===== src/design/fewc_pkg.sv =====
// Purpose: constants for the flash erase/write control block
// Assumes: sfr bus with 8-bit address and data, processor clock domain
// Notes: offsets are sfr addresses
package fewc_pkg;
  localparam logic [7:0] ADDR_ERASE_CMD = 8'h94;
  localparam logic [7:0] ADDR_FLASH_CTL = 8'hb2;
  localparam logic [7:0] ADDR_PAGE_IDX = 8'hb7;
  localparam logic [7:0] CMD_PAGE_ERASE = 8'h55;
  localparam logic [7:0] CMD_MASS_ERASE = 8'haa;
  // bit positions in the control register at 0xb2
  localparam int BIT_PROG_WE = 0;
  localparam int BIT_MASS_ARM = 1;
  localparam int BIT_DEFER_EN = 2;
  localparam int BIT_PENDING = 3;
  // page index sits in bits 7:1 of its register
  localparam int PAGE_LSB = 1;
  localparam int PAGE_W = 7;
  localparam logic [6:0] PAGE_RESET = 7'h00;
  localparam logic [6:0] PAGE_MAX = 7'h3f;
  localparam int FLASH_AW = 17;
  localparam int DATA_W = 8;
endpackage


===== src/design/fewc_flash_ctrl.sv =====
// Purpose: flash erase and write control reached through sfr registers
// Assumes: sfr writes and movx strobes are one-cycle pulses on clk
// Notes: flash timing itself lives in the flash macro
`timescale 1ns/1ps
`default_nettype none
module fewc_flash_ctrl #(
  parameter int AW = fewc_pkg::FLASH_AW,
  parameter int DW = fewc_pkg::DATA_W
) (
  // clock and reset
  input wire logic clk,
  input wire logic rst,
  input wire logic ce,
  // sfr bus
  input wire logic sfr_wr,
  input wire logic [7:0] sfr_addr,
  input wire logic [7:0] sfr_wdata,
  output logic [7:0] sfr_rdata,
  // processor status
  input wire logic irq_enabled,
  input wire logic emulator_debug_port,
  // movx to program space
  input wire logic movx_wr,
  input wire logic [AW-1:0] movx_addr,
  input wire logic [DW-1:0] movx_data,
  // computation engine
  input wire logic engine_enable,
  input wire logic engine_busy,
  // flash array
  output logic page_erase_go,
  output logic [fewc_pkg::PAGE_W-1:0] page_erase_page,
  output logic mass_erase_go,
  output logic flash_wr_go,
  output logic [AW-1:0] flash_wr_addr,
  output logic [DW-1:0] flash_wr_data
);
  // ****************************************
  // decode helpers
  // ****************************************
  // one compare shape for every sfr hit
  function automatic logic sfr_hit(
    input logic strobe,
    input logic [7:0] addr,
    input logic [7:0] target
  );
    return strobe && (addr == target);
  endfunction

  // field reaches 127 but pages stop at 63, so clamp
  function automatic logic [fewc_pkg::PAGE_W-1:0] page_field(
    input logic [7:0] data
  );
    logic [fewc_pkg::PAGE_W-1:0] raw;
    raw = data[fewc_pkg::PAGE_LSB +: fewc_pkg::PAGE_W];
    if (raw > fewc_pkg::PAGE_MAX) begin
      raw = fewc_pkg::PAGE_MAX;
    end
    return raw;
  endfunction

  // arm bit is write-only, reads as zero
  function automatic logic [7:0] ctl_word(
    input logic prog_we,
    input logic defer_en,
    input logic pending
  );
    logic [7:0] word;
    word = '0;
    word[fewc_pkg::BIT_PROG_WE] = prog_we;
    word[fewc_pkg::BIT_DEFER_EN] = defer_en;
    word[fewc_pkg::BIT_PENDING] = pending;
    return word;
  endfunction

  // ****************************************
  // register state
  // ****************************************
  logic prog_we_q;
  logic mass_arm_q;
  logic defer_en_q;
  logic [fewc_pkg::PAGE_W-1:0] page_idx_q;
  logic pend;
  logic hold_go;
  logic [AW-1:0] hold_addr;
  logic [DW-1:0] hold_data;
  logic wr_ctl;
  logic wr_cmd;
  logic wr_page;
  logic movx_take;

  assign wr_ctl = sfr_hit(sfr_wr, sfr_addr, fewc_pkg::ADDR_FLASH_CTL);
  assign wr_cmd = sfr_hit(sfr_wr, sfr_addr, fewc_pkg::ADDR_ERASE_CMD);
  assign wr_page = sfr_hit(sfr_wr, sfr_addr, fewc_pkg::ADDR_PAGE_IDX);
  assign movx_take = movx_wr && prog_we_q;

  // a movx in the same cycle as a software write wins, so the bit cannot re-arm
  always_ff @(posedge clk) begin
    if (rst) begin
      prog_we_q <= 1'b0;
    end else if (ce) begin
      if (movx_take) begin
        prog_we_q <= 1'b0;
      end else if (wr_ctl && !irq_enabled) begin
        prog_we_q <= sfr_wdata[fewc_pkg::BIT_PROG_WE];
      end
    end
  end

  // arm is consumed by any erase command so it never carries over
  always_ff @(posedge clk) begin
    if (rst) begin
      mass_arm_q <= 1'b0;
    end else if (ce) begin
      if (wr_cmd) begin
        mass_arm_q <= 1'b0;
      end else if (wr_ctl) begin
        mass_arm_q <= sfr_wdata[fewc_pkg::BIT_MASS_ARM];
      end
    end
  end

  always_ff @(posedge clk) begin
    if (rst) begin
      defer_en_q <= 1'b0;
    end else if (ce && wr_ctl) begin
      defer_en_q <= sfr_wdata[fewc_pkg::BIT_DEFER_EN];
    end
  end

  // index stays after an erase; software rewrites it each time
  always_ff @(posedge clk) begin
    if (rst) begin
      page_idx_q <= fewc_pkg::PAGE_RESET;
    end else if (ce && wr_page) begin
      page_idx_q <= page_field(sfr_wdata);
    end
  end

  // ****************************************
  // erase commands
  // ****************************************
  always_ff @(posedge clk) begin
    if (rst) begin
      page_erase_go <= 1'b0;
      mass_erase_go <= 1'b0;
      page_erase_page <= fewc_pkg::PAGE_RESET;
    end else if (ce) begin
      page_erase_go <= 1'b0;
      mass_erase_go <= 1'b0;
      if (wr_cmd) begin
        if (sfr_wdata == fewc_pkg::CMD_PAGE_ERASE) begin
          page_erase_go <= 1'b1;
          page_erase_page <= page_idx_q;
        end else if (sfr_wdata == fewc_pkg::CMD_MASS_ERASE) begin
          mass_erase_go <= mass_arm_q && emulator_debug_port;
        end
        // any other code leaves both pulses low
      end
    end
  end

  // ****************************************
  // flash writes
  // ****************************************
  // a held write leaves only on a busy fall, even if the engine is switched off
  fewc_write_holder #(
    .AW(AW),
    .DW(DW)
  ) u_holder (
    .clk(clk),
    .rst(rst),
    .ce(ce),
    .req_valid(movx_take),
    .defer(defer_en_q && engine_enable),
    .req_addr(movx_addr),
    .req_data(movx_data),
    .engine_busy(engine_busy),
    .wr_go(hold_go),
    .wr_addr(hold_addr),
    .wr_data(hold_data),
    .pending(pend)
  );

  always_ff @(posedge clk) begin
    if (rst) begin
      flash_wr_go <= 1'b0;
      flash_wr_addr <= '0;
      flash_wr_data <= '0;
    end else if (ce) begin
      flash_wr_go <= hold_go;
      if (hold_go) begin
        flash_wr_addr <= hold_addr;
        flash_wr_data <= hold_data;
      end
    end
  end

  // ****************************************
  // read back
  // ****************************************
  // other addresses read as zero
  always_ff @(posedge clk) begin
    if (rst) begin
      sfr_rdata <= '0;
    end else if (ce) begin
      if (sfr_hit(1'b1, sfr_addr, fewc_pkg::ADDR_FLASH_CTL)) begin
        sfr_rdata <= ctl_word(prog_we_q, defer_en_q, pend);
      end else begin
        sfr_rdata <= '0;
      end
    end
  end
endmodule
`default_nettype wire


===== src/design/fewc_write_holder.sv =====
// Purpose: single-entry holder for deferred flash writes
// Assumes: engine busy is synchronous to clk
// Notes: releases the held write on the falling edge of busy
`timescale 1ns/1ps
`default_nettype none
module fewc_write_holder #(
  parameter int AW = 17,
  parameter int DW = 8
) (
  // clock and reset
  input wire logic clk,
  input wire logic rst,
  input wire logic ce,
  // request side
  input wire logic req_valid,
  input wire logic defer,
  input wire logic [AW-1:0] req_addr,
  input wire logic [DW-1:0] req_data,
  input wire logic engine_busy,
  // flash side
  output logic wr_go,
  output logic [AW-1:0] wr_addr,
  output logic [DW-1:0] wr_data,
  output logic pending
);
  logic busy_q;
  logic held_q;
  logic [AW-1:0] addr_q;
  logic [DW-1:0] data_q;
  logic busy_fall;
  logic accept;

  assign busy_fall = busy_q && !engine_busy;
  // a request while one is held is dropped
  assign accept = req_valid && !held_q;

  always_ff @(posedge clk) begin
    if (rst) begin
      busy_q <= 1'b0;
    end else if (ce) begin
      busy_q <= engine_busy;
    end
  end

  always_ff @(posedge clk) begin
    if (rst) begin
      held_q <= 1'b0;
      addr_q <= '0;
      data_q <= '0;
    end else if (ce) begin
      if (accept && defer) begin
        held_q <= 1'b1;
        addr_q <= req_addr;
        data_q <= req_data;
      end else if (held_q && busy_fall) begin
        held_q <= 1'b0;
      end
    end
  end

  always_comb begin
    wr_go = 1'b0;
    wr_addr = req_addr;
    wr_data = req_data;
    if (held_q && busy_fall) begin
      wr_go = 1'b1;
      wr_addr = addr_q;
      wr_data = data_q;
    end else if (accept && !defer) begin
      wr_go = 1'b1;
    end
  end

  assign pending = held_q;
endmodule
`default_nettype wire


===== config.mk =====
export PLATFORM = sky130hd
export DESIGN_NAME = fewc_flash_ctrl
export DESIGN_NICKNAME = d
export VERILOG_FILES = /design/src/design/fewc_pkg.sv /design/src/design/fewc_flash_ctrl.sv /design/src/design/fewc_write_holder.sv
export SDC_FILE = /design/constraint.sdc
export NUM_CORES = 1
export LEC_CHECK = 0
export BUFFER_PORTS_ARGS = -buffer_cell sky130_fd_sc_hd__buf_4
export CORE_MARGIN = 1.5
export CORE_UTILIZATION = 45
export DETAILED_ROUTE_END_ITERATION = 7
export PLACE_DENSITY = 0.76
export REMOVE_ABC_BUFFERS = 1
export SYNTH_ARGS = -nofsm -noshare
export SYNTH_HDL_FRONTEND = slang
export SYNTH_SLANG_ARGS = --single-unit
export TNS_END_PERCENT = 10

===== constraint.sdc =====
create_clock -name clk -period 3.7 [get_ports clk]
set_input_delay 0.37 -clock clk [delete_from_list [all_inputs] [get_ports clk]]
set_output_delay 0.37 -clock clk [all_outputs]
set_load 0.1 [all_outputs]

==> qor.yml, run 1 <==
outcome: "complete, no violations"
tightest_slew_ps: 1050
synthCells: 329
rsz0062_at_grt: "no"
nets: 452
dp_hpwl_um: 4480
ios: 93
dr_total_vias: 2551
slew_headroom: 0.296
crit_family: "simple AND/OR/NAND/NOR gates"
portBuffers: 87
finalPower_mw: 1.51
start_util: 0.467
critPathBufInv: 1
cts_tree: "done"
globalRouteMet3Util: 0.0616
grt_pass1_wl_um: 10800
post-route-drc-count: 0
powerDensity_nw_per_um2: 375
place_area_um2: 3850
clk_latency_ps: 340
grt_use_met1: 0.237
cts_root_buf: "clkbuf_8"
rows: 30
drt-total-wl_um: 6780
synthFlopType: "dfxtp_1"
crit_path_start_kind: "flip-flop"
final_area_um2: 4030
slowest_delay_ps: 790
overflow: 0
wl_per_cell_um: 13.5
clock-sinks: 75
layout.cells.non_filler: 503
die_area_um2: 7600
n_antenna_cell: 0
cts_setup_buffers: 0
cts_hold_buf: 0
path_cells: "nand3b_1, o31ai_4, buf_4, and2_1, a211oi_1"
fp.dieH_um: 87.2
crit_start: "u_holder.pending"
ys_seq_area_frac: 0.471
layout_common_cells: "90 x buf_4, 75 x dfxtp_1, 60 x mux2i_1"
end_kind: "flip-flop"
slowest_stage: "and2_1"
grt_max_degree: 83
hold_path_class: "input pin to flip-flop"
crit_type: "flip-flop to flip-flop"
area_growth_syn_to_layout_pct: 26.5
p_leak_nw: 1.70
async_flop_share: 0
syn_area_um2: 3190
core_um2: 6830
fmax_ghz: 0.441
via_per_inst: 5.07
drv_cap: 0
critPathMaxFanout: 27
htreeDepth: 3
numCtsBuffers: 9
critPathRequiredTime_ps: 3870
syn_avg_cell_area_um2: 9.69
placedCellCount: 487
vdd.ir_drop.worst_mv: 0.260
globalplace.congestion: 0.752
final_common_cell: "buf_4"
ys.warnings.count: 0
fin_crit_sh: 0.613
ys_ff_latch: 75
setup_viol: 0
die_w_um: 87.2
worstHoldStart: "irq_enabled"
whs_ps: 228
grt_antenna_before_repair: 0
cts_buffer_depth: 2
reg2reg_from: "u_holder.pending"
period_needed_ps: 2270
drive_gt1_frac: 0.268
met2_usage: 0.291
synth_edf_count: 0
synth_cell_types: 32
first_global_vias: 2303
clk_pin_slew_ps: 70
maxSlewViolCount: 0
clock_skew_ps: 5.15
ant_nets: 0
hold_viol: 0
fin_tns_setup_ps: 0
cts-resized-gates: 0
grtUsageTotal: 0.182
grt-busiest-layer: "met2"
arrival_ps: 2440
first_pass_iters: 4
drt_iter0_markers: 148
-- path summary, 6_finish.rpt --
kind,cells past startpoint,slack [ps],to
worst max-delay path,5,1430,flash_wr_data[4]
worst min-delay path,2,230,prog_we_q
worst max register to register,5,1430,flash_wr_data[4]
worst min register to register,2,460,page_idx_q[6]
-- metrics by stage --
step,setup WS (ps),util
after floorplan,169,-
after global placement,1430,0.563
after detailed placement,1380,0.563
after CTS,1420,0.590
after global routing,1250,0.590
final,1430,0.590
-- power by group --
part           internal, mW  switching [mW]  leakage [nW]
Sequential            0.807        0.000509         0.604
Clock                 0.310           0.281        0.0971
Combinational        0.0464          0.0651         0.998
-- worst register-to-register path, cell delays in order, from the launching register on --
cell and delay [ps]:
dfxtp_1 490, nand3b_1 230, o31ai_4 100, buf_4 310
and2_1 800, a211oi_1 180
-- cell type report --
type | count | area, um^2
clock inverter | 5 | 53.8
tap | 96 | 120
multi-input combinational | 223 | 1540
clock buffer | 11 | 131
timing repair buffer | 90 | 676
inverter | 3 | 11.3
sequential | 75 | 1500
fill | 633 | 2800
-- cells by family after synthesis --
kind of cell,synth area share
other cells,0.00118
simple gates,0.150
compound gates,0.136
mux,0.188
flops,0.471
buf+inv,0.0530
-- routing by layer --
metal  share of wire  wire length, um
met1            0.46             3120
met3           0.077              519
met2            0.46             3110
met5               0                0
met4          0.0038               26
-- Yosys cell counts, types with 2 or more instances --
master    count  share of area
a211oi_1     32          0.075
nand3_1       3         0.0047
inv_1         3         0.0035
buf_2        12          0.019
nand2_1       3         0.0035
nor2_1       45          0.053
clkbuf_1     13          0.015
nand3b_1      3         0.0071
a21oi_1      32          0.050
nor2b_1       4         0.0078
buf_4         6          0.014
nand4b_1      2         0.0055
nand2b_1     15          0.029
dfxtp_1      75           0.47
mux2i_1      60           0.19
and2_1        2         0.0039
nor3_1        4         0.0063
-- sequential cells by signal, indices dropped and copies added, names as in the netlist --
register,count
flash_wr_addr,17
u_holder.addr_q,17
flash_wr_data,8
u_holder.data_q,8
page_erase_page,7
page_idx_q,7
sfr_rdata,3
defer_en_q,1
flash_wr_go,1
mass_arm_q,1
mass_erase_go,1
page_erase_go,1
prog_we_q,1
u_holder.busy_q,1
u_holder.pending,1
No activity file was read; power rests on OpenSTA's default activity.
==> run 2, diff against run 1 <==
==> constraint.sdc (replaced) <==
create_clock -name clk -period 2.3 [get_ports clk]
set_input_delay 0.23 -clock clk [delete_from_list [all_inputs] [get_ports clk]]
set_output_delay 0.23 -clock clk [all_outputs]
set_load 0.1 [all_outputs]
==> run 2 against run 1 <==
Compared with the run above:
- non-clock buffer count is 4 higher
- sequential cell count stayed put
- final area is 1.8% higher
- largest power group unchanged
- sequential power is 61% higher
- worst setup slack worse by 690 ps
- critical path depth stayed put
- fmax is 46% higher
- via count is 2.7% higher
- clock skew is 1.9 ps higher
==> qor.yml, run 2 (synthesis gave the netlist of run 1 again) <==
dr_total_vias: 2619
rows: 30
ios: 93
fmax_ghz: 0.642
multi_input_area_um2: 1540
crit_path_start_kind: "flip-flop"
overflow: 0
die_w_um: 87.2
cts_buffer_depth: 2
drv_cap: 0
start_util: 0.467
tightest_slew_ps: 774
maxSlewViolCount: 0
grt_pass1_wl_um: 12100
outcome: "complete, no violations"
crit_family: "buffers and inverters"
cts_tree: "done"
cts_root_buf: "clkbuf_8"
period_needed_ps: 1560
wl_per_cell_um: 14.6
drive_gt1_frac: 0.276
n_antenna_cell: 0
first_pass_iters: 4
final_common_cell: "buf_4"
fp.dieH_um: 87.2
path_cells: "nand2_1, nor3_2, buf_4, mux2i_1, nor2_1"
via_per_inst: 5.19
nets: 456
clk_latency_ps: 350
reg2reg_from: "prog_we_q"
cts_hold_buf: 0
first_global_vias: 2632
grtUsageTotal: 0.206
cts_setup_buffers: 0
slowest_delay_ps: 430
fin_crit_sh: 0.677
core_um2: 6830
regArea_um2: 1500
dp_hpwl_um: 4870
rsz0062_at_grt: "no"
grt_antenna_before_repair: 0
end_kind: "flip-flop"
vdd.ir_drop.worst_mv: 0.367
slew_headroom: 0.484
drt-total-wl_um: 7390
grt_max_degree: 83
fin_tns_setup_ps: 0
reg_top3: "flash_wr_addr: 17 flops, u_holder.addr_q: 17 flops"
htreeDepth: 3
clock-sinks: 75
powerDensity_nw_per_um2: 648
hold_viol: 0
hold_path_class: "input pin to flip-flop"
crit_start: "prog_we_q"
arrival_ps: 1760
clock_skew_ps: 7.07
area_growth_syn_to_layout_pct: 28.7
slowest_stage: "buf_4"
fillers: 636
crit_type: "flip-flop to flip-flop"
portBuffers: 87
layout_common_cells: "94 x buf_4, 75 x dfxtp_1, 60 x mux2i_1"
numCtsBuffers: 9
worstHoldStart: "irq_enabled"
drt_iter0_markers: 86
setup_viol: 0
critPathRequiredTime_ps: 2510
post-route-drc-count: 0
critPathBufInv: 1
globalplace.congestion: 0.795
cts-resized-gates: 0
die_area_um2: 7600
p_leak_nw: 1.74
critPathMaxFanout: 26
ant_nets: 0
clk_pin_slew_ps: 70
finish.utilization: 0.601
run 2: worst paths after layout:
kind | cells after the start | endpoint | slack, ps
min reg2reg | 2 | page_idx_q[6] | 460
min | 2 | prog_we_q | 80
max reg2reg | 5 | u_holder.addr_q[2] | 740
max | 5 | u_holder.addr_q[2] | 740
run 2: power by group:
group	switching, mW	internal [mW]
logic	0.106	0.0757
clock network	0.471	0.708
registers	0.000985	1.30
total	0.578	2.08
run 2: routing by layer:
metal	vias to the layer above	routed length [um]	track usage
li1	1305	-	-
met1	1226	3290	0.251
met2	76	3430	0.337
met3	12	546	0.0664
met4	0	121	0.0866
met5	-	0	0
run 2: per-stage QoR:
stage	power (mW)	area, um^2	hold slack (ps)	cells	worst slack (ps)
after floorplan	1.40	3050	299	301	-1200
after global placement	1.51	3880	429	491	538
after detailed placement	1.51	3880	436	491	478
after CTS	2.69	4100	63.3	505	731
after global routing	2.75	4100	75.4	505	618
final	2.66	4100	77.1	505	743
run 2: area by class of cell:
cell class	count	share of cell area
Inverter	3	0.00274
Multi-Input combinational cell	223	0.375
Clock buffer	9	0.0302
Clock inverter	5	0.0253
Timing Repair Buffer	94	0.172
Tap cell	96	0.0293
Sequential cell	75	0.366
==> run 3, diff against run 2 <==
--- a/config.mk
+++ b/config.mk
@@ -9,7 +9,7 @@
 export CORE_MARGIN = 1.5
 export CORE_UTILIZATION = 45
 export DETAILED_ROUTE_END_ITERATION = 7
-export PLACE_DENSITY = 0.76
+export PLACE_DENSITY = 0.79
 export REMOVE_ABC_BUFFERS = 1
 export SYNTH_ARGS = -nofsm -noshare
 export SYNTH_HDL_FRONTEND = slang
==> constraint.sdc (replaced) <==
create_clock -name clk -period 1.35 [get_ports clk]
set_input_delay 0.135 -clock clk [delete_from_list [all_inputs] [get_ports clk]]
set_output_delay 0.135 -clock clk [all_outputs]
set_load 0.1 [all_outputs]
==> run 3 against run 2 <==
Compared with the run above:
- the run now ends with negative setup slack left
- first-iteration DRC count up 65%
- count of clock-buffer cells in the layout up 1
- critical path depth up 1
- via count up 7.3%
- fmax up 11%
- global-route usage up 2.6 points
- sequential share of layout area down 3.8 points
- utilization up 7.2 points
- worst setup slack worse by 800 ps
- combinational power up 89%
- hold slack worse by 43 ps
- non-clock buffer count up 32
- critical endpoint is now flash_wr_addr[4]
- largest cell class unchanged
- largest power group unchanged
==> qor.yml, run 3 (synthesis gave the netlist of run 1 again) <==
dp_hpwl_um: 5420
drt_iter0_markers: 142
seqPwrFrac: 0.481
placedCellCount: 508
grt_antenna_before_repair: 0
p_leak_nw: 1.97
ant_nets: 0
path_cells: "and2_4, o31ai_4, buf_4, buf_4, a21oi_1, a211oi_1"
clk_pin_slew_ps: 80
nets: 488
period_needed_ps: 1400
cts_root_buf: "clkbuf_8"
htreeDepth: 3
hold_path_class: "input pin to flip-flop"
die_w_um: 87.2
whs_ps: 33.8
hold_viol: 0
outcome: "finished, violations left"
cts_tree: "done"
die_area_um2: 7600
grtUsageTotal: 0.232
swShare: 0.223
vdd.ir_drop.worst_mv: 0.600
grt_pass1_wl_um: 13600
ios: 93
worst_slack_ps: -53.6
overflow: 0
finalPower_mw: 4.59
drive_gt1_frac: 0.369
netSwitchingPower_mw: 1.02
first_global_vias: 2760
rows: 30
end_kind: "flip-flop"
layout.cells.non_filler: 538
fmax_ghz: 0.712
first_pass_iters: 4
numCtsBuffers: 9
reg_top3: "flash_wr_addr: 17 flops, u_holder.addr_q: 17 flops"
drv_cap: 0
powerDensity_nw_per_um2: 1000
final_common_cell: "buf_4"
path_common_cell: "buf_4"
portBuffers: 87
dr_total_vias: 2810
critPathRequiredTime_ps: 1600
n_antenna_cell: 0
critPathMaxFanout: 4
core_um2: 6830
rsz0062_at_grt: "yes"
layout_common_cells: "110 x buf_4, 72 x dfxtp_1, 60 x mux2i_1"
crit_type: "flip-flop to flip-flop"
clock_skew_ps: 8.60
start_util: 0.467
combPwrFrac: 0.075
grt_max_degree: 41
fp.dieH_um: 87.2
crit_path_start_kind: "flip-flop"
setup_viol: 46
slowest_delay_ps: 350
p_int_mw: 3.57
area_growth_syn_to_layout_pct: 44.1
fin_crit_sh: 1.04
clk_latency_ps: 340
globalplace.congestion: 0.832
slowest_stage: "dfxtp_2"
clock-sinks: 75
violations: "negative setup slack"
arrival_ps: 1660
crit_family: "compound AO/OA/AOI/OAI gates"
wl_per_cell_um: 16.0
pwr-share-clk: 0.444
post-route-drc-count: 0
critPathBufInv: 2
cts_buffer_depth: 2
maxSlewViolCount: 0
via_per_inst: 5.22
drt-total-wl_um: 8590
run 3: power by group through the flow:
| stage | logic [mW] | registers [mW] | clock network [mW] |
|---|---|---|---|
| after floorplan | 0.114 | 2.27 | 0 |
| after global placement | 0.323 | 2.27 | 0 |
| after detailed placement | 0.329 | 2.27 | 0 |
| after CTS | 0.339 | 2.21 | 2.06 |
| after global routing | 0.367 | 2.21 | 2.14 |
| final | 0.344 | 2.21 | 2.04 |
run 3: final timing paths:
check / start / endpoint / slack [ps] / depth (start not counted)
max: defer_en_q / flash_wr_addr[4] / -50 / 6
min: movx_addr[6] / u_holder.addr_q[6] / 30 / 3
max reg2reg: defer_en_q / flash_wr_addr[4] / -50 / 6
min reg2reg: page_idx_q[6] / page_idx_q[6] / 460 / 2
run 3: area by class of cell:
class | instances | area (um^2)
Inverter | 3 | 11.3
Clock buffer | 10 | 128
Tap cell | 96 | 120
Timing Repair Buffer | 126 | 1090
Fill cell | 555 | 2240
Sequential cell | 75 | 1510
Multi-Input combinational cell | 223 | 1630
Clock inverter | 5 | 103
run 3: metrics by stage:
stage	setup TNS, ps	instance area [um^2]	worst slack, ps	util
after floorplan	-93900	3050	-2150	-
after global placement	-3650	4050	-253	0.593
after detailed placement	-5210	4050	-313	0.593
after CTS	-406	4530	-27.7	0.663
after global routing	-4320	4590	-138	0.672
final	-1430	4590	-53.6	0.672
run 3: worst min-delay path: stages:
cell and delay (ps):
buf_4 80, mux2i_1 60, nor2_1 70
run 3: repair_timing:
item | 4_1_cts | 5_1_grt
resized for setup | 29 | 9
gates cloned | 5 | 1
endpoints found under the hold margin | 1 | 0
hold buffers | 1 | 0
buffers inserted | 6 | 3
pin swaps | 7 | 6
setup endpoints to repair | 50 | 50
run 3: per-layer routing:
layer  global-route usage  wire length, um  vias up
met5                    0                0        -
met3               0.0635              547        7
met1                0.290             3740     1345
li1                     -                -     1374
met2                0.395             4250       84
met4               0.0620               52        0
